### src/pmcrb_defines.svh
// offsets, field positions, masks and reset values of the register bank
`ifndef PMCRB_DEFINES_SVH
`define PMCRB_DEFINES_SVH
// register offsets
`define PMCRB_OFS_DEV_ID     8'h00
`define PMCRB_OFS_OTP_VER    8'h01
`define PMCRB_OFS_SW0_CTRL   8'h02
`define PMCRB_OFS_PG_CTRL1   8'h15
`define PMCRB_OFS_PG_CTRL2   8'h16
`define PMCRB_OFS_POWER_GOOD_FAULT_FLAGS   8'h17
`define PMCRB_OFS_SW_RESET   8'h18
`define PMCRB_OFS_INT_TOP1   8'h19
`define PMCRB_OFS_INT_TOP2   8'h1a
`define PMCRB_OFS_INT_SW     8'h1b
`define PMCRB_OFS_INT_LIN    8'h1c
`define PMCRB_OFS_STAT_TOP   8'h1d
`define PMCRB_OFS_STAT_SW    8'h1e
`define PMCRB_OFS_STAT_LIN   8'h1f
`define PMCRB_OFS_MASK_TOP1  8'h20
`define PMCRB_OFS_MASK_TOP2  8'h21
`define PMCRB_OFS_MASK_SW    8'h22
`define PMCRB_OFS_MASK_LIN   8'h23
`define PMCRB_OFS_ILOAD_SEL  8'h24
`define PMCRB_OFS_ILOAD_HI   8'h25
`define PMCRB_OFS_ILOAD_LO   8'h26
// implemented bits of each register, reserved bits are zero
`define PMCRB_MSK_DEV_ID     8'hc0
`define PMCRB_MSK_SW0_CTRL   8'h0f
`define PMCRB_MSK_PG_CTRL1   8'hdf
`define PMCRB_MSK_PG_CTRL2   8'h07
`define PMCRB_MSK_POWER_GOOD_FAULT_FLAGS   8'h0f
`define PMCRB_MSK_SW_RESET   8'h01
`define PMCRB_MSK_INT_TOP1   8'hff
`define PMCRB_MSK_BIT0       8'h01
`define PMCRB_MSK_INT_CH     8'h77
`define PMCRB_MSK_STAT_TOP   8'h86
`define PMCRB_MSK_STAT_CH    8'hdd
`define PMCRB_MSK_MASK_TOP1  8'h95
`define PMCRB_MSK_ALL        8'hff
`define PMCRB_MSK_NONE       8'h00
// field positions in the switcher 0 control and identification registers
`define PMCRB_BIT_FPWM       3
`define PMCRB_BIT_DISCH      2
`define PMCRB_BIT_ENSRC      1
`define PMCRB_BIT_SWEN       0
`define PMCRB_POS_ID_LSB     6
// reset values before the otp copy
`define PMCRB_RST_SW0_CTRL   4'h7
`define PMCRB_RST_OTHER      8'h00
`define PMCRB_RST_ILOAD_SEL  1'b0
`endif

### src/pmcrb_pkg.sv
// types shared by the register bank and its surroundings
package pmcrb_pkg;
  // one access from the serial interface byte engine
  typedef struct packed {
    logic [7:0] addr;
    logic wr;
    logic rd;
    logic [7:0] wdata;
  } pmcrb_req_type;
  // regulator state reported by the analog side
  typedef struct packed {
    logic [7:0] top;
    logic [7:0] sw;
    logic [7:0] lin;
    logic [3:0] power_good_fault_flags;
    logic [8:0] iload;
  } pmcrb_stat_type;
  // one-cycle event pulses that set sticky flags
  typedef struct packed {
    logic [7:0] top1;
    logic top2;
    logic [7:0] sw;
    logic [7:0] lin;
  } pmcrb_evt_type;
  // defaults copied out of one-time memory
  typedef struct packed {
    logic [3:0] sw0_ctrl;
    logic [7:0] version;
  } pmcrb_otp_type;
endpackage

### src/pmcrb_top.sv
// control and status register bank of the dual switcher power device
// How it works
// - two-bit part code, top bits, read-only
// - eight-bit otp version code, read-only
// - forced pwm bit holds switcher in pwm
// - discharge resistor applied while switcher disabled
// - source bit adds enable pin to control
// - software enable bit turns switcher on
// - registers reached over the serial interface
// - otp read loads marked register defaults
`timescale 1ns/1ps
`include "pmcrb_defines.svh"
module pmcrb_top #(
  parameter logic [1:0] PART_ID = 2'h1 // arbitrary value
) (
  input wire logic MCLK_I, // 250 MHz clock
  input wire logic RESET_I, // synchronous reset, high
  input wire logic CE_I, // clock enable, freezes all state
  input wire pmcrb_pkg::pmcrb_req_type REQ_I, // register access
  output logic [7:0] RDATA_O, // read data
  output logic RVALID_O, // read data valid pulse
  input wire logic OTP_LOAD_I, // otp read state strobe
  input wire pmcrb_pkg::pmcrb_otp_type OTP_I, // otp defaults
  input wire pmcrb_pkg::pmcrb_stat_type STAT_I, // live status
  input wire pmcrb_pkg::pmcrb_evt_type EVT_I, // event pulses
  input wire logic EN_PIN_I, // external enable pin
  output logic SW0_FORCED_PWM_O, // switcher 0 held in pwm
  output logic SW0_ENABLE_O, // switcher 0 running
  output logic SW0_DISCHARGE_O, // discharge resistor connected
  output logic [7:0] PG_CTRL1_O, // power good control first
  output logic [2:0] PG_CTRL2_O, // power good control second
  output logic SW_RESET_O, // software reset pulse
  output logic [7:0] MASK_TOP1_O, // top mask first
  output logic MASK_TOP2_O, // top mask second
  output logic [7:0] MASK_SW_O, // switcher masks
  output logic [7:0] MASK_LIN_O, // linear masks
  output logic ILOAD_SEL_O // load current channel select
);
  import pmcrb_pkg::*;
  logic [3:0] sw0_ctrl_reg;
  logic [7:0] otp_version_reg, pg_ctrl1_reg, int_top1_reg, int_sw_reg;
  logic [7:0] int_lin_reg, mask_top1_reg, mask_sw_reg, mask_lin_reg;
  logic [7:0] rdata_reg, rdata_next, rmask_reg, rmask_next;
  logic [2:0] pg_ctrl2_reg;
  logic sw_reset_reg, int_top2_reg, mask_top2_reg, iload_sel_reg;
  logic rvalid_reg, fpwm_reg, enable_reg, discharge_reg;
  // write strobe for one offset; callers gate it with the clock enable
  function automatic logic wr_hit(input pmcrb_req_type r,
                                  input logic [7:0] ofs);
    wr_hit = r.wr && (r.addr == ofs);
  endfunction
  // sticky flag update; a new event outranks a clear in the same cycle
  function automatic logic [7:0] sticky(input logic [7:0] cur,
                                        input logic [7:0] set,
                                        input logic clr_en,
                                        input logic [7:0] clr,
                                        input logic [7:0] msk);
    logic [7:0] c;
    c = clr_en ? clr : `PMCRB_MSK_NONE;
    sticky = ((cur & ~c) | set) & msk;
  endfunction
  // switcher 0 control, reset value first, otp copy then overrides
  always_ff @(posedge MCLK_I) begin
    if (RESET_I) begin
      sw0_ctrl_reg <= `PMCRB_RST_SW0_CTRL;
    end else if (CE_I) begin
      if (OTP_LOAD_I) begin
        sw0_ctrl_reg <= OTP_I.sw0_ctrl;
      end else if (wr_hit(REQ_I, `PMCRB_OFS_SW0_CTRL)) begin
        sw0_ctrl_reg <= REQ_I.wdata[3:0];
      end
    end
  end
  // otp version code, only the otp read state writes it
  always_ff @(posedge MCLK_I) begin
    if (RESET_I) begin
      otp_version_reg <= `PMCRB_RST_OTHER;
    end else if (CE_I && OTP_LOAD_I) begin
      otp_version_reg <= OTP_I.version;
    end
  end
  // plain control registers, reserved bits never stored
  always_ff @(posedge MCLK_I) begin
    if (RESET_I) begin
      pg_ctrl1_reg <= `PMCRB_RST_OTHER;
      pg_ctrl2_reg <= 3'(`PMCRB_RST_OTHER);
      mask_top1_reg <= `PMCRB_RST_OTHER;
      mask_top2_reg <= `PMCRB_RST_ILOAD_SEL;
      mask_sw_reg <= `PMCRB_RST_OTHER;
      mask_lin_reg <= `PMCRB_RST_OTHER;
      iload_sel_reg <= `PMCRB_RST_ILOAD_SEL;
    end else if (CE_I) begin
      if (wr_hit(REQ_I, `PMCRB_OFS_PG_CTRL1)) begin
        pg_ctrl1_reg <= REQ_I.wdata & `PMCRB_MSK_PG_CTRL1;
      end
      if (wr_hit(REQ_I, `PMCRB_OFS_PG_CTRL2)) begin
        pg_ctrl2_reg <= REQ_I.wdata[2:0];
      end
      if (wr_hit(REQ_I, `PMCRB_OFS_MASK_TOP1)) begin
        mask_top1_reg <= REQ_I.wdata & `PMCRB_MSK_MASK_TOP1;
      end
      if (wr_hit(REQ_I, `PMCRB_OFS_MASK_TOP2)) begin
        mask_top2_reg <= REQ_I.wdata[0];
      end
      if (wr_hit(REQ_I, `PMCRB_OFS_MASK_SW)) begin
        mask_sw_reg <= REQ_I.wdata & `PMCRB_MSK_STAT_CH;
      end
      if (wr_hit(REQ_I, `PMCRB_OFS_MASK_LIN)) begin
        mask_lin_reg <= REQ_I.wdata & `PMCRB_MSK_STAT_CH;
      end
      if (wr_hit(REQ_I, `PMCRB_OFS_ILOAD_SEL)) begin
        iload_sel_reg <= REQ_I.wdata[0];
      end
    end
  end
  // software reset bit self-clears one cycle after a write of one ends, so a stuck write holds reset
  always_ff @(posedge MCLK_I) begin
    if (RESET_I) begin
      sw_reset_reg <= 1'b0;
    end else if (CE_I) begin
      sw_reset_reg <= wr_hit(REQ_I, `PMCRB_OFS_SW_RESET) && REQ_I.wdata[0];
    end
  end
  // interrupt flags, write one to clear
  always_ff @(posedge MCLK_I) begin
    if (RESET_I) begin
      int_top1_reg <= `PMCRB_RST_OTHER;
      int_top2_reg <= 1'b0;
      int_sw_reg <= `PMCRB_RST_OTHER;
      int_lin_reg <= `PMCRB_RST_OTHER;
    end else if (CE_I) begin
      int_top1_reg <= sticky(int_top1_reg, EVT_I.top1,
        wr_hit(REQ_I, `PMCRB_OFS_INT_TOP1), REQ_I.wdata,
        `PMCRB_MSK_INT_TOP1);
      int_top2_reg <= EVT_I.top2 || (int_top2_reg &&
        !(wr_hit(REQ_I, `PMCRB_OFS_INT_TOP2) && REQ_I.wdata[0]));
      int_sw_reg <= sticky(int_sw_reg, EVT_I.sw,
        wr_hit(REQ_I, `PMCRB_OFS_INT_SW), REQ_I.wdata,
        `PMCRB_MSK_INT_CH);
      int_lin_reg <= sticky(int_lin_reg, EVT_I.lin,
        wr_hit(REQ_I, `PMCRB_OFS_INT_LIN), REQ_I.wdata,
        `PMCRB_MSK_INT_CH);
    end
  end
  // read decode; unmapped offsets read as zero
  always_comb begin
    rdata_next = `PMCRB_RST_OTHER;
    rmask_next = `PMCRB_MSK_NONE;
    if (REQ_I.addr == `PMCRB_OFS_DEV_ID) begin
      rdata_next = {PART_ID, 6'h00};
      rmask_next = `PMCRB_MSK_DEV_ID;
    end else if (REQ_I.addr == `PMCRB_OFS_OTP_VER) begin
      rdata_next = otp_version_reg;
      rmask_next = `PMCRB_MSK_ALL;
    end else if (REQ_I.addr == `PMCRB_OFS_SW0_CTRL) begin
      rdata_next = {4'h0, sw0_ctrl_reg};
      rmask_next = `PMCRB_MSK_SW0_CTRL;
    end else if (REQ_I.addr == `PMCRB_OFS_PG_CTRL1) begin
      rdata_next = pg_ctrl1_reg;
      rmask_next = `PMCRB_MSK_PG_CTRL1;
    end else if (REQ_I.addr == `PMCRB_OFS_PG_CTRL2) begin
      rdata_next = {5'h00, pg_ctrl2_reg};
      rmask_next = `PMCRB_MSK_PG_CTRL2;
    end else if (REQ_I.addr == `PMCRB_OFS_POWER_GOOD_FAULT_FLAGS) begin
      rdata_next = {4'h0, STAT_I.power_good_fault_flags};
      rmask_next = `PMCRB_MSK_POWER_GOOD_FAULT_FLAGS;
    end else if (REQ_I.addr == `PMCRB_OFS_SW_RESET) begin
      rmask_next = `PMCRB_MSK_SW_RESET;
    end else if (REQ_I.addr == `PMCRB_OFS_INT_TOP1) begin
      rdata_next = int_top1_reg;
      rmask_next = `PMCRB_MSK_INT_TOP1;
    end else if (REQ_I.addr == `PMCRB_OFS_INT_TOP2) begin
      rdata_next = {7'h00, int_top2_reg};
      rmask_next = `PMCRB_MSK_BIT0;
    end else if (REQ_I.addr == `PMCRB_OFS_INT_SW) begin
      rdata_next = int_sw_reg;
      rmask_next = `PMCRB_MSK_INT_CH;
    end else if (REQ_I.addr == `PMCRB_OFS_INT_LIN) begin
      rdata_next = int_lin_reg;
      rmask_next = `PMCRB_MSK_INT_CH;
    end else if (REQ_I.addr == `PMCRB_OFS_STAT_TOP) begin
      rdata_next = STAT_I.top & `PMCRB_MSK_STAT_TOP;
      rmask_next = `PMCRB_MSK_STAT_TOP;
    end else if (REQ_I.addr == `PMCRB_OFS_STAT_SW) begin
      rdata_next = STAT_I.sw & `PMCRB_MSK_STAT_CH;
      rmask_next = `PMCRB_MSK_STAT_CH;
    end else if (REQ_I.addr == `PMCRB_OFS_STAT_LIN) begin
      rdata_next = STAT_I.lin & `PMCRB_MSK_STAT_CH;
      rmask_next = `PMCRB_MSK_STAT_CH;
    end else if (REQ_I.addr == `PMCRB_OFS_MASK_TOP1) begin
      rdata_next = mask_top1_reg;
      rmask_next = `PMCRB_MSK_MASK_TOP1;
    end else if (REQ_I.addr == `PMCRB_OFS_MASK_TOP2) begin
      rdata_next = {7'h00, mask_top2_reg};
      rmask_next = `PMCRB_MSK_BIT0;
    end else if (REQ_I.addr == `PMCRB_OFS_MASK_SW) begin
      rdata_next = mask_sw_reg;
      rmask_next = `PMCRB_MSK_STAT_CH;
    end else if (REQ_I.addr == `PMCRB_OFS_MASK_LIN) begin
      rdata_next = mask_lin_reg;
      rmask_next = `PMCRB_MSK_STAT_CH;
    end else if (REQ_I.addr == `PMCRB_OFS_ILOAD_SEL) begin
      rdata_next = {7'h00, iload_sel_reg};
      rmask_next = `PMCRB_MSK_BIT0;
    end else if (REQ_I.addr == `PMCRB_OFS_ILOAD_HI) begin
      rdata_next = {7'h00, STAT_I.iload[8]};
      rmask_next = `PMCRB_MSK_BIT0;
    end else if (REQ_I.addr == `PMCRB_OFS_ILOAD_LO) begin
      rdata_next = STAT_I.iload[7:0];
      rmask_next = `PMCRB_MSK_ALL;
    end
  end
  // registered read answer, one cycle after the strobe
  always_ff @(posedge MCLK_I) begin
    if (RESET_I) begin
      rdata_reg <= `PMCRB_RST_OTHER;
      rvalid_reg <= 1'b0;
      rmask_reg <= `PMCRB_MSK_NONE;
    end else if (CE_I) begin
      rvalid_reg <= REQ_I.rd;
      if (REQ_I.rd) begin
        rdata_reg <= rdata_next;
        rmask_reg <= rmask_next;
      end
    end
  end
  // regulator controls, registered so the analog side sees clean levels
  always_ff @(posedge MCLK_I) begin
    if (RESET_I) begin
      fpwm_reg <= 1'b0;
      enable_reg <= 1'b0;
      discharge_reg <= 1'b0;
    end else if (CE_I) begin
      fpwm_reg <= sw0_ctrl_reg[`PMCRB_BIT_FPWM];
      enable_reg <= sw0_ctrl_reg[`PMCRB_BIT_SWEN] &&
        (!sw0_ctrl_reg[`PMCRB_BIT_ENSRC] || EN_PIN_I);
      discharge_reg <= sw0_ctrl_reg[`PMCRB_BIT_DISCH] &&
        !(sw0_ctrl_reg[`PMCRB_BIT_SWEN] &&
          (!sw0_ctrl_reg[`PMCRB_BIT_ENSRC] || EN_PIN_I));
    end
  end
  assign RDATA_O = rdata_reg;
  assign RVALID_O = rvalid_reg;
  assign SW0_FORCED_PWM_O = fpwm_reg;
  assign SW0_ENABLE_O = enable_reg;
  assign SW0_DISCHARGE_O = discharge_reg;
  assign PG_CTRL1_O = pg_ctrl1_reg;
  assign PG_CTRL2_O = pg_ctrl2_reg;
  assign SW_RESET_O = sw_reset_reg;
  assign MASK_TOP1_O = mask_top1_reg;
  assign MASK_TOP2_O = mask_top2_reg;
  assign MASK_SW_O = mask_sw_reg;
  assign MASK_LIN_O = mask_lin_reg;
  assign ILOAD_SEL_O = iload_sel_reg;
  // identification read returns the part code over zeros
  property p_part_id;
    @(posedge MCLK_I) disable iff (RESET_I)
    (CE_I && REQ_I.rd && REQ_I.addr == `PMCRB_OFS_DEV_ID) |=>
      (RDATA_O == {PART_ID, 6'h00}) && RVALID_O;
  endproperty
  a_part_id: assert property (p_part_id)
    else $error("part code read wrong");
  // otp version read matches what the otp read state loaded
  property p_otp_ver;
    @(posedge MCLK_I) disable iff (RESET_I)
    (CE_I && OTP_LOAD_I) ##1 (CE_I && REQ_I.rd && !OTP_LOAD_I &&
      REQ_I.addr == `PMCRB_OFS_OTP_VER) |=>
      RDATA_O == $past(OTP_I.version, 2);
  endproperty
  a_otp_ver: assert property (p_otp_ver)
    else $error("otp version read wrong");
  // forced pwm bit reaches the output two cycles after the write
  property p_fpwm;
    @(posedge MCLK_I) disable iff (RESET_I)
    (CE_I && !OTP_LOAD_I && wr_hit(REQ_I, `PMCRB_OFS_SW0_CTRL))
      ##1 CE_I |=> SW0_FORCED_PWM_O == $past(REQ_I.wdata[3], 2);
  endproperty
  a_fpwm: assert property (p_fpwm)
    else $error("forced pwm not applied");
  // discharge follows its bit, but only while the switcher is off
  property p_disch;
    @(posedge MCLK_I) disable iff (RESET_I)
    CE_I |=> SW0_DISCHARGE_O ==
      ($past(sw0_ctrl_reg[`PMCRB_BIT_DISCH]) && !SW0_ENABLE_O);
  endproperty
  a_disch: assert property (p_disch)
    else $error("discharge while enabled");
  // with pin control the pin low keeps the switcher off
  property p_ensrc;
    @(posedge MCLK_I) disable iff (RESET_I)
    (CE_I && sw0_ctrl_reg[`PMCRB_BIT_ENSRC] && !EN_PIN_I) |=>
      !SW0_ENABLE_O;
  endproperty
  a_ensrc: assert property (p_ensrc)
    else $error("pin ignored by enable");
  // software enable alone turns the switcher on without pin control
  property p_swen;
    @(posedge MCLK_I) disable iff (RESET_I)
    (CE_I && !sw0_ctrl_reg[`PMCRB_BIT_ENSRC]) |=>
      SW0_ENABLE_O == $past(sw0_ctrl_reg[`PMCRB_BIT_SWEN]);
  endproperty
  a_swen: assert property (p_swen)
    else $error("software enable not followed");
  // every read strobe answers exactly one cycle later
  property p_read;
    @(posedge MCLK_I) disable iff (RESET_I)
    (CE_I && REQ_I.rd) |=> RVALID_O ##1 (!$past(CE_I) ||
      $past(REQ_I.rd) || !RVALID_O);
  endproperty
  a_read: assert property (p_read)
    else $error("read answer timing wrong");
  // otp read state overwrites the switcher control defaults
  property p_otp_load;
    @(posedge MCLK_I) disable iff (RESET_I)
    (CE_I && OTP_LOAD_I) |=> sw0_ctrl_reg == $past(OTP_I.sw0_ctrl);
  endproperty
  a_otp_load: assert property (p_otp_load)
    else $error("otp defaults not loaded");
  // reserved bits of any answer are zero
  property p_reserved;
    @(posedge MCLK_I) disable iff (RESET_I)
    RVALID_O |-> (RDATA_O & ~rmask_reg) == 8'h00;
  endproperty
  a_reserved: assert property (p_reserved)
    else $error("reserved bits not zero");
  // an event during a clear still leaves its flag set
  property p_set_wins;
    @(posedge MCLK_I) disable iff (RESET_I)
    (CE_I && EVT_I.sw[0]) |=> int_sw_reg[0];
  endproperty
  a_set_wins: assert property (p_set_wins)
    else $error("event lost against clear");
endmodule

### config.mk
export PLATFORM = sky130hd
export DESIGN_NAME = pmcrb_top
export DESIGN_NICKNAME = d
export VERILOG_FILES = /design/src/pmcrb_pkg.sv /design/src/pmcrb_top.sv
export VERILOG_INCLUDE_DIRS = /design/src
export SDC_FILE = /design/constraint.sdc
export NUM_CORES = 1
export LEC_CHECK = 0
export BUFFER_PORTS_ARGS = -buffer_cell sky130_fd_sc_hd__buf_4
export CORE_ASPECT_RATIO = 0.6
export CORE_MARGIN = 8
export CORE_UTILIZATION = 39
export DETAILED_ROUTE_END_ITERATION = 8
export HOLD_SLACK_MARGIN = 0.05
export PLACE_DENSITY = 0.66
export SLEW_MARGIN = 25
export SYNTH_ARGS = -nofsm -noshare
export SYNTH_HDL_FRONTEND = slang
export SYNTH_SLANG_ARGS = --single-unit
### constraint.sdc
create_clock -name MCLK_I -period 2.3 [get_ports MCLK_I]
set_input_delay 0.115 -clock MCLK_I [delete_from_list [all_inputs] [get_ports MCLK_I]]
set_output_delay 0.115 -clock MCLK_I [all_outputs]
set_load 0.01 [all_outputs]
==> impl_metrics.py, run 1 <==
metrics = {
    "outcome": {
        "run_status": "finished clean",
    },
    "timing": {
        "timing.final.ws_setup_ns": 0.420,
        "tns_ns": 0,
        "finalMaxSlewViolations": 0,
        "slew_headroom_pct": 50.6,
        "max_freq_mhz": 532,
        "rsz0062_at_grt": "no",
        "hold_slack_ns": 0.0482,
        "tightest_slew_ns": 0.742,
        "finalCritPeriodShare_pct": 81.7,
        "finalCriticalPeriod_ns": 1.88,
        "setup_violations": 0,
        "hold_viol_final": 0,
        "skew_ns": 0.00587,
    },
    "pwr": {
        "power_frac_seq_pct": 43.5,
        "p_int_mw": 2.28,
        "power.density_nw_per_um2": 564,
        "clockPowerShare_pct": 41.3,
        "vdd_drop_max_mv": 0.390,
        "p_sw_mw": 0.847,
        "p_sw_share_pct": 27.1,
        "power.leakage_nw": 2.27,
        "combinationalPowerShare_pct": 15.2,
    },
    "placed_design": {
        "io_buffers": 124,
        "placed_area_sq_um": 5110,
        "dp_slack_ns": 0.118,
        "hpwl_microns": 12800,
        "placed_cells": 757,
        "gp_congestion": 0.957,
    },
    "worst_setup_path": {
        "path_buf_inv": 3,
        "crit_slowest_cell": "or4_1",
        "r2r_cells": 6,
        "r2r-end": "RDATA_O[0]",
        "cp_top_family": "simple AND/OR/NAND/NOR gates",
        "critical_path_depth": 8,
        "crit_required_ns": 2.50,
        "worstSetupPathType": "input port to flop",
        "startpoint": "REQ_I[17]",
        "r2r_slack_ns": 0.64,
        "cpPeakStageDelay_ns": 0.57,
        "crit_fanout": 5,
        "reg2reg_from": "MASK_TOP1_O[0]",
        "crit_top_cell": "buf_4",
        "startpoint_type": "input port",
        "cp.arrival_ns": 2.08,
        "worstPathCellList": "buf_4 > or4_1 > buf_4 > or2_1 > nor4_1 > buf_4 > mux2i_1 > nor2_1",
        "worstSetupEndpointType": "flop",
        "cp-endpoint": "MASK_TOP2_O",
    },
    "clocking": {
        "clock_sinks": 74,
        "cts_buffer_depth": 2,
        "cts-htree-levels": 3,
        "clk_latency_ns": 0.34,
        "cts_tree": "yes",
        "cts_buffers": 9,
        "root_buffer": "clkbuf_16",
        "cts_resized": 0,
        "clk_pin_slew_ns": 0.06,
    },
    "drt": {
        "wire_per_inst_microns": 21.4,
        "drc": 0,
        "drt_iter0_drc": 476,
        "ant_nets": 0,
        "via_count": 4444,
        "routed_wl_microns": 16800,
        "via_per_inst": 5.64,
        "firstDrtPassIters": 5,
    },
    "floorplanning": {
        "die_area_sq_um": 13600,
        "die_w_microns": 145,
        "initial_utilization_pct": 39.9,
        "die_y_microns": 93.6,
        "std_cell_rows": 28,
        "core-area_sq_um": 9810,
        "io_pins": 147,
    },
    "layout": {
        "drive_gt1_share_pct": 28.8,
        "antenna_cells": 0,
        "layout_common_cells": "buf_4 (161), dfxtp_1 (74), nor2_1 (67)",
        "synthToLayoutAreaGrowth_pct": 41.4,
        "fillCellCount": 958,
        "final-instance-count-excl-fill": 788,
        "mostFrequentLayoutCell": "buf_4",
        "final_nets": 745,
        "finalInstanceArea_sq_um": 5540,
    },
    "run": {
        "drv_cap": 0,
    },
    "grt": {
        "grt_first_pass_wirelength_microns": 25600,
        "antenna_found_initial": 0,
        "grt_pass1_vias": 4368,
        "grtUsageTotal_pct": 24.3,
        "overflow": 0,
        "grt_max_degree": 72,
    },
    "synthesis": {
        "synth_compound_area_share_pct": 22.5,
        "ys_types": 53,
        "synthCells": 498,
        "ys_warn_count": 0,
        "synth_edf_count": 0,
        "avgSynthCellArea_sq_um": 7.86,
        "synth_simple_gate_area_share_pct": 23.8,
        "synth-xor-area-share_pct": 0,
        "ys_seq_elements": 74,
        "synth-adder-area-share_pct": 0,
        "async_reset_ff_share_pct": 0,
        "synth_top_family_by_area": "simple AND/OR/NAND/NOR gates",
        "muxShareOfSynthArea_pct": 9.65,
        "synth_ff_type": "dfxtp_1",
        "synth_area_sq_um": 3920,
        "ys_seq_area_share_pct": 37.8,
    },
    "hold_path": {
        "hold_class": "input port to flop",
    },
}
## per-stage QoR
step / total power, mW / utilization (%)
6_report: 3.12 / 56.4
5_1_grt: 3.23 / 56.4
4_1_cts: 3.13 / 56.4
3_5_place_dp: 1.83 / 52.1
3_3_place_gp: 1.82 / 52.1
2_1_floorplan: 1.60 / -
## worst min-delay path: stages
cell and delay [ns]:
buf_4 0.08, a22oi_1 0.07, nor2_1 0.08
## cell families (layout without fill, tap and decap cells)
| family | Yosys count | in the layout |
|---|---|---|
| compound gates | 135 | 135 |
| simple gates | 198 | 198 |
| buf+inv | 54 | 201 |
| flops | 74 | 74 |
| mux | 36 | 36 |
| other cells | 1 | 9 |
## worst min path at each step
| stage | startpoint | to | slack, ns | cells past startpoint |
|---|---|---|---|---|
| final | EVT_I[13] | int_sw_reg[5] | 0.05 | 3 |
| after global routing | EVT_I[14] | int_sw_reg[6] | 0.06 | 3 |
| after CTS | EVT_I[13] | int_sw_reg[5] | 0.05 | 3 |
| after detailed placement | EVT_I[9] | int_sw_reg[1] | 0.38 | 3 |
| after global placement | EVT_I[20] | int_top1_reg[3] | 0.37 | 3 |
| after floorplan | REQ_I[4] | MASK_LIN_O[4] | 0.25 | 2 |
## Yosys cell counts (4+ instances only)
master	count	area (sq um)
a211oi_1	4	30.0
o21ai_0	25	125
nor3_1	12	60.1
dfxtp_1	74	1480
mux2_2	4	45.0
nand2b_1	7	43.8
a21oi_1	42	210
nand3_1	27	135
buf_1	6	22.5
nor2b_1	8	50.1
a31oi_1	4	25.0
nor2_1	67	251
and2_1	4	25.0
clkbuf_1	25	93.8
o22ai_1	4	25.0
mux2i_1	31	310
inv_1	7	26.3
a22oi_1	27	203
nand2_1	56	210
buf_2	5	25.0
buf_4	9	67.6
## layer usage
layer  GRT usage (%)  up-vias  share of wire (%)
li1                -     2065                  -
met1            35.1     2140                 50
met2            35.4      220                 41
met3            6.12       19                8.3
met4            5.17        0               0.88
met5               0        -                  0
## layout make-up
class | instances | area (sq um) | share of cell area [%]
Multi-Input combinational cell | 378 | 2220 | 40.1
Timing Repair Buffer | 176 | 1360 | 24.5
Clock buffer | 10 | 229 | 4.14
Clock inverter | 6 | 42.5 | 0.768
Tap cell | 135 | 169 | 3.05
Inverter | 9 | 33.8 | 0.610
Sequential cell | 74 | 1480 | 26.8
## power by group through the flow
stage | combinational (mW) | clock, mW | sequential, mW
6_report | 0.475 | 1.29 | 1.36
3_5_place_dp | 0.445 | 0 | 1.38
5_1_grt | 0.509 | 1.36 | 1.36
4_1_cts | 0.467 | 1.31 | 1.36
3_3_place_gp | 0.440 | 0 | 1.38
2_1_floorplan | 0.223 | 0 | 1.38
## timing repair
action                                 CTS  global route
endpoints found under the hold margin   15             0
hold buffers                            15             0
setup buffers                            0             0
Power figures use the tool's default switching activity.
==> run 2, diff against run 1 <==
PLACE_DENSITY = 0.68   (was 0.66)
clock period = 1.54 ns   (was 2.3 ns; I/O delays follow)
==> run 2 against run 1 <==
Combinational power rose by 80%. Clock-buffer cell count did not move. The run now ends with setup timing left. Clock skew rose by 0.0039 ns. Critical path depth fell by 1. Die area did not move. Final cell count rose by 9.6%. Non-clock buffer count rose by 76.
==> impl_metrics.py, run 2 (synthesis gave the netlist of run 1 again) <==
metrics = {
    "timing": {
        "finalCriticalPeriod_ns": 1.60,
        "setup_violations": 4,
        "max_freq_mhz": 626,
        "hold_viol_final": 0,
        "finalMaxSlewViolations": 0,
        "finalCritPeriodShare_pct": 104,
        "tns_ns": -0.102,
        "rsz0062_at_grt": "yes",
        "hold_slack_ns": 0.0713,
        "skew_ns": 0.00979,
        "timing.final.ws_setup_ns": -0.0566,
    },
    "layout": {
        "final_nets": 821,
        "layout_common_cells": "buf_4 (212), dfxtp_1 (73), nor2_1 (63)",
        "final-instance-count-excl-fill": 864,
        "finalInstanceArea_sq_um": 6360,
        "multi_input_area_sq_um": 2320,
        "mostFrequentLayoutCell": "buf_4",
        "antenna_cells": 0,
        "synthToLayoutAreaGrowth_pct": 62.4,
        "fillCellCount": 851,
        "drive_gt1_share_pct": 36.2,
        "register_area_sq_um": 1480,
    },
    "worst_setup_path": {
        "cpPeakStageDelay_ns": 0.56,
        "reg2reg_from": "MASK_TOP1_O[0]",
        "cp-endpoint": "sw0_ctrl_reg[1]",
        "cp_top_family": "simple AND/OR/NAND/NOR gates",
        "path_buf_inv": 1,
        "crit_slowest_cell": "or4_4",
        "crit_required_ns": 1.77,
        "r2r_cells": 6,
        "r2r_slack_ns": -0.01,
        "cp.arrival_ns": 1.82,
        "worstPathCellList": "buf_6 > or4_4 > or3_4 > o31a_4 > a211oi_2 > a21oi_1 > or2_1",
        "startpoint": "REQ_I[13]",
        "startpoint_type": "input port",
        "crit_fanout": 4,
        "r2r-end": "RDATA_O[0]",
        "worstSetupEndpointType": "flop",
        "worstSetupPathType": "input port to flop",
        "critical_path_depth": 7,
    },
    "drt": {
        "via_count": 4709,
        "ant_nets": 0,
        "drc": 0,
        "firstDrtPassIters": 5,
        "drt_iter0_drc": 367,
        "routed_wl_microns": 18100,
        "via_per_inst": 5.45,
        "wire_per_inst_microns": 21.0,
    },
    "grt": {
        "grt_pass1_vias": 4630,
        "grt_max_degree": 41,
        "grtUsageTotal_pct": 26.2,
        "overflow": 0,
        "antenna_found_initial": 0,
        "grt_first_pass_wirelength_microns": 27700,
    },
    "clocking": {
        "cts-htree-levels": 3,
        "clk_pin_slew_ns": 0.06,
        "root_buffer": "clkbuf_16",
        "clk_latency_ns": 0.35,
        "cts_buffer_depth": 2,
        "cts_tree": "yes",
        "clock_sinks": 74,
        "cts_buffers": 9,
    },
    "placed_design": {
        "placed_cells": 811,
        "gp_congestion": 0.958,
        "io_buffers": 124,
        "placed_area_sq_um": 5570,
        "hpwl_microns": 14200,
    },
    "pwr": {
        "vdd_drop_max_mv": 0.551,
        "total_power_mw": 5.27,
        "power.density_nw_per_um2": 829,
        "power.leakage_nw": 2.69,
    },
    "outcome": {
        "violations": "setup timing",
        "run_status": "complete, but fails checks",
    },
    "floorplanning": {
        "io_pins": 147,
        "die_area_sq_um": 13600,
        "core-area_sq_um": 9810,
        "initial_utilization_pct": 39.9,
        "die_y_microns": 93.6,
        "std_cell_rows": 28,
        "die_w_microns": 145,
    },
    "run": {
        "drv_cap": 0,
    },
    "hold_path": {
        "hold_depth": 3,
        "hold_class": "input port to flop",
    },
}
==> run 2: cell count changes in the layout (fill, tap and decap cells not counted), sizes merged <==
cell         change
buf             +56
bufinv           +2
clkinv           -2
clkinvlp         -2
dlygate4sd3     +20
inv              +2
==> run 2: how the worst min path moves through the flow <==
stage,slack [ns],to,start
finish,0.07,MASK_LIN_O[7],REQ_I[7]
global placement,0.33,int_top1_reg[6],EVT_I[23]
global route,0.09,MASK_LIN_O[7],REQ_I[7]
detailed placement,0.34,int_top1_reg[6],EVT_I[23]
CTS,0.06,MASK_LIN_O[7],REQ_I[7]
floorplan,0.22,MASK_LIN_O[4],REQ_I[4]
==> run 2: worst min-delay path: cells and delay by family <==
| family | cells | cell delay (ns) |
|---|---|---|
| AO/OA/AOI/OAI | 1 | 0.08 |
| buffers and inverters | 1 | 0.16 |
| AND/OR/NAND/NOR | 1 | 0.07 |
==> run 2: final cells by class <==
class / instances / share of cell area, %
Multi-Input combinational cell: 378 / 36.6
Timing Repair Buffer: 252 / 31.7
Sequential cell: 74 / 23.3
Clock buffer: 10 / 3.76
Tap cell: 135 / 2.66
Clock inverter: 6 / 1.50
Inverter: 9 / 0.531
==> run 2: timing repair <==
action	CTS	global route
gates cloned	0	0
resized for setup	11	15
hold buffers	35	0
pin swaps	4	6
buffers inserted	2	0
endpoints found under the setup margin	11	23
hold endpoints to repair	37	0
==> run 2: where the power goes <==
part           switching [mW]  internal (mW)  total (mW)
clock                   0.898           1.48        2.38
combinational           0.424          0.430       0.854
sequential             0.0576           1.98        2.04
total                    1.38           3.89        5.27
==> run 2: layer usage <==
metal	global-route usage, %	part of all wire [%]
met1	38.9	50
met2	37.0	41
met3	6.85	8.4
met4	5.08	0.76
met5	0	0
==> run 2: stage by stage <==
step                      utilization [%]  worst slack, ns
after floorplan                         -           -0.390
after CTS                            64.3          -0.0793
after global routing                 64.8          -0.0766
final                                64.8          -0.0566
after detailed placement             56.8           -0.501
after global placement               56.8           -0.565
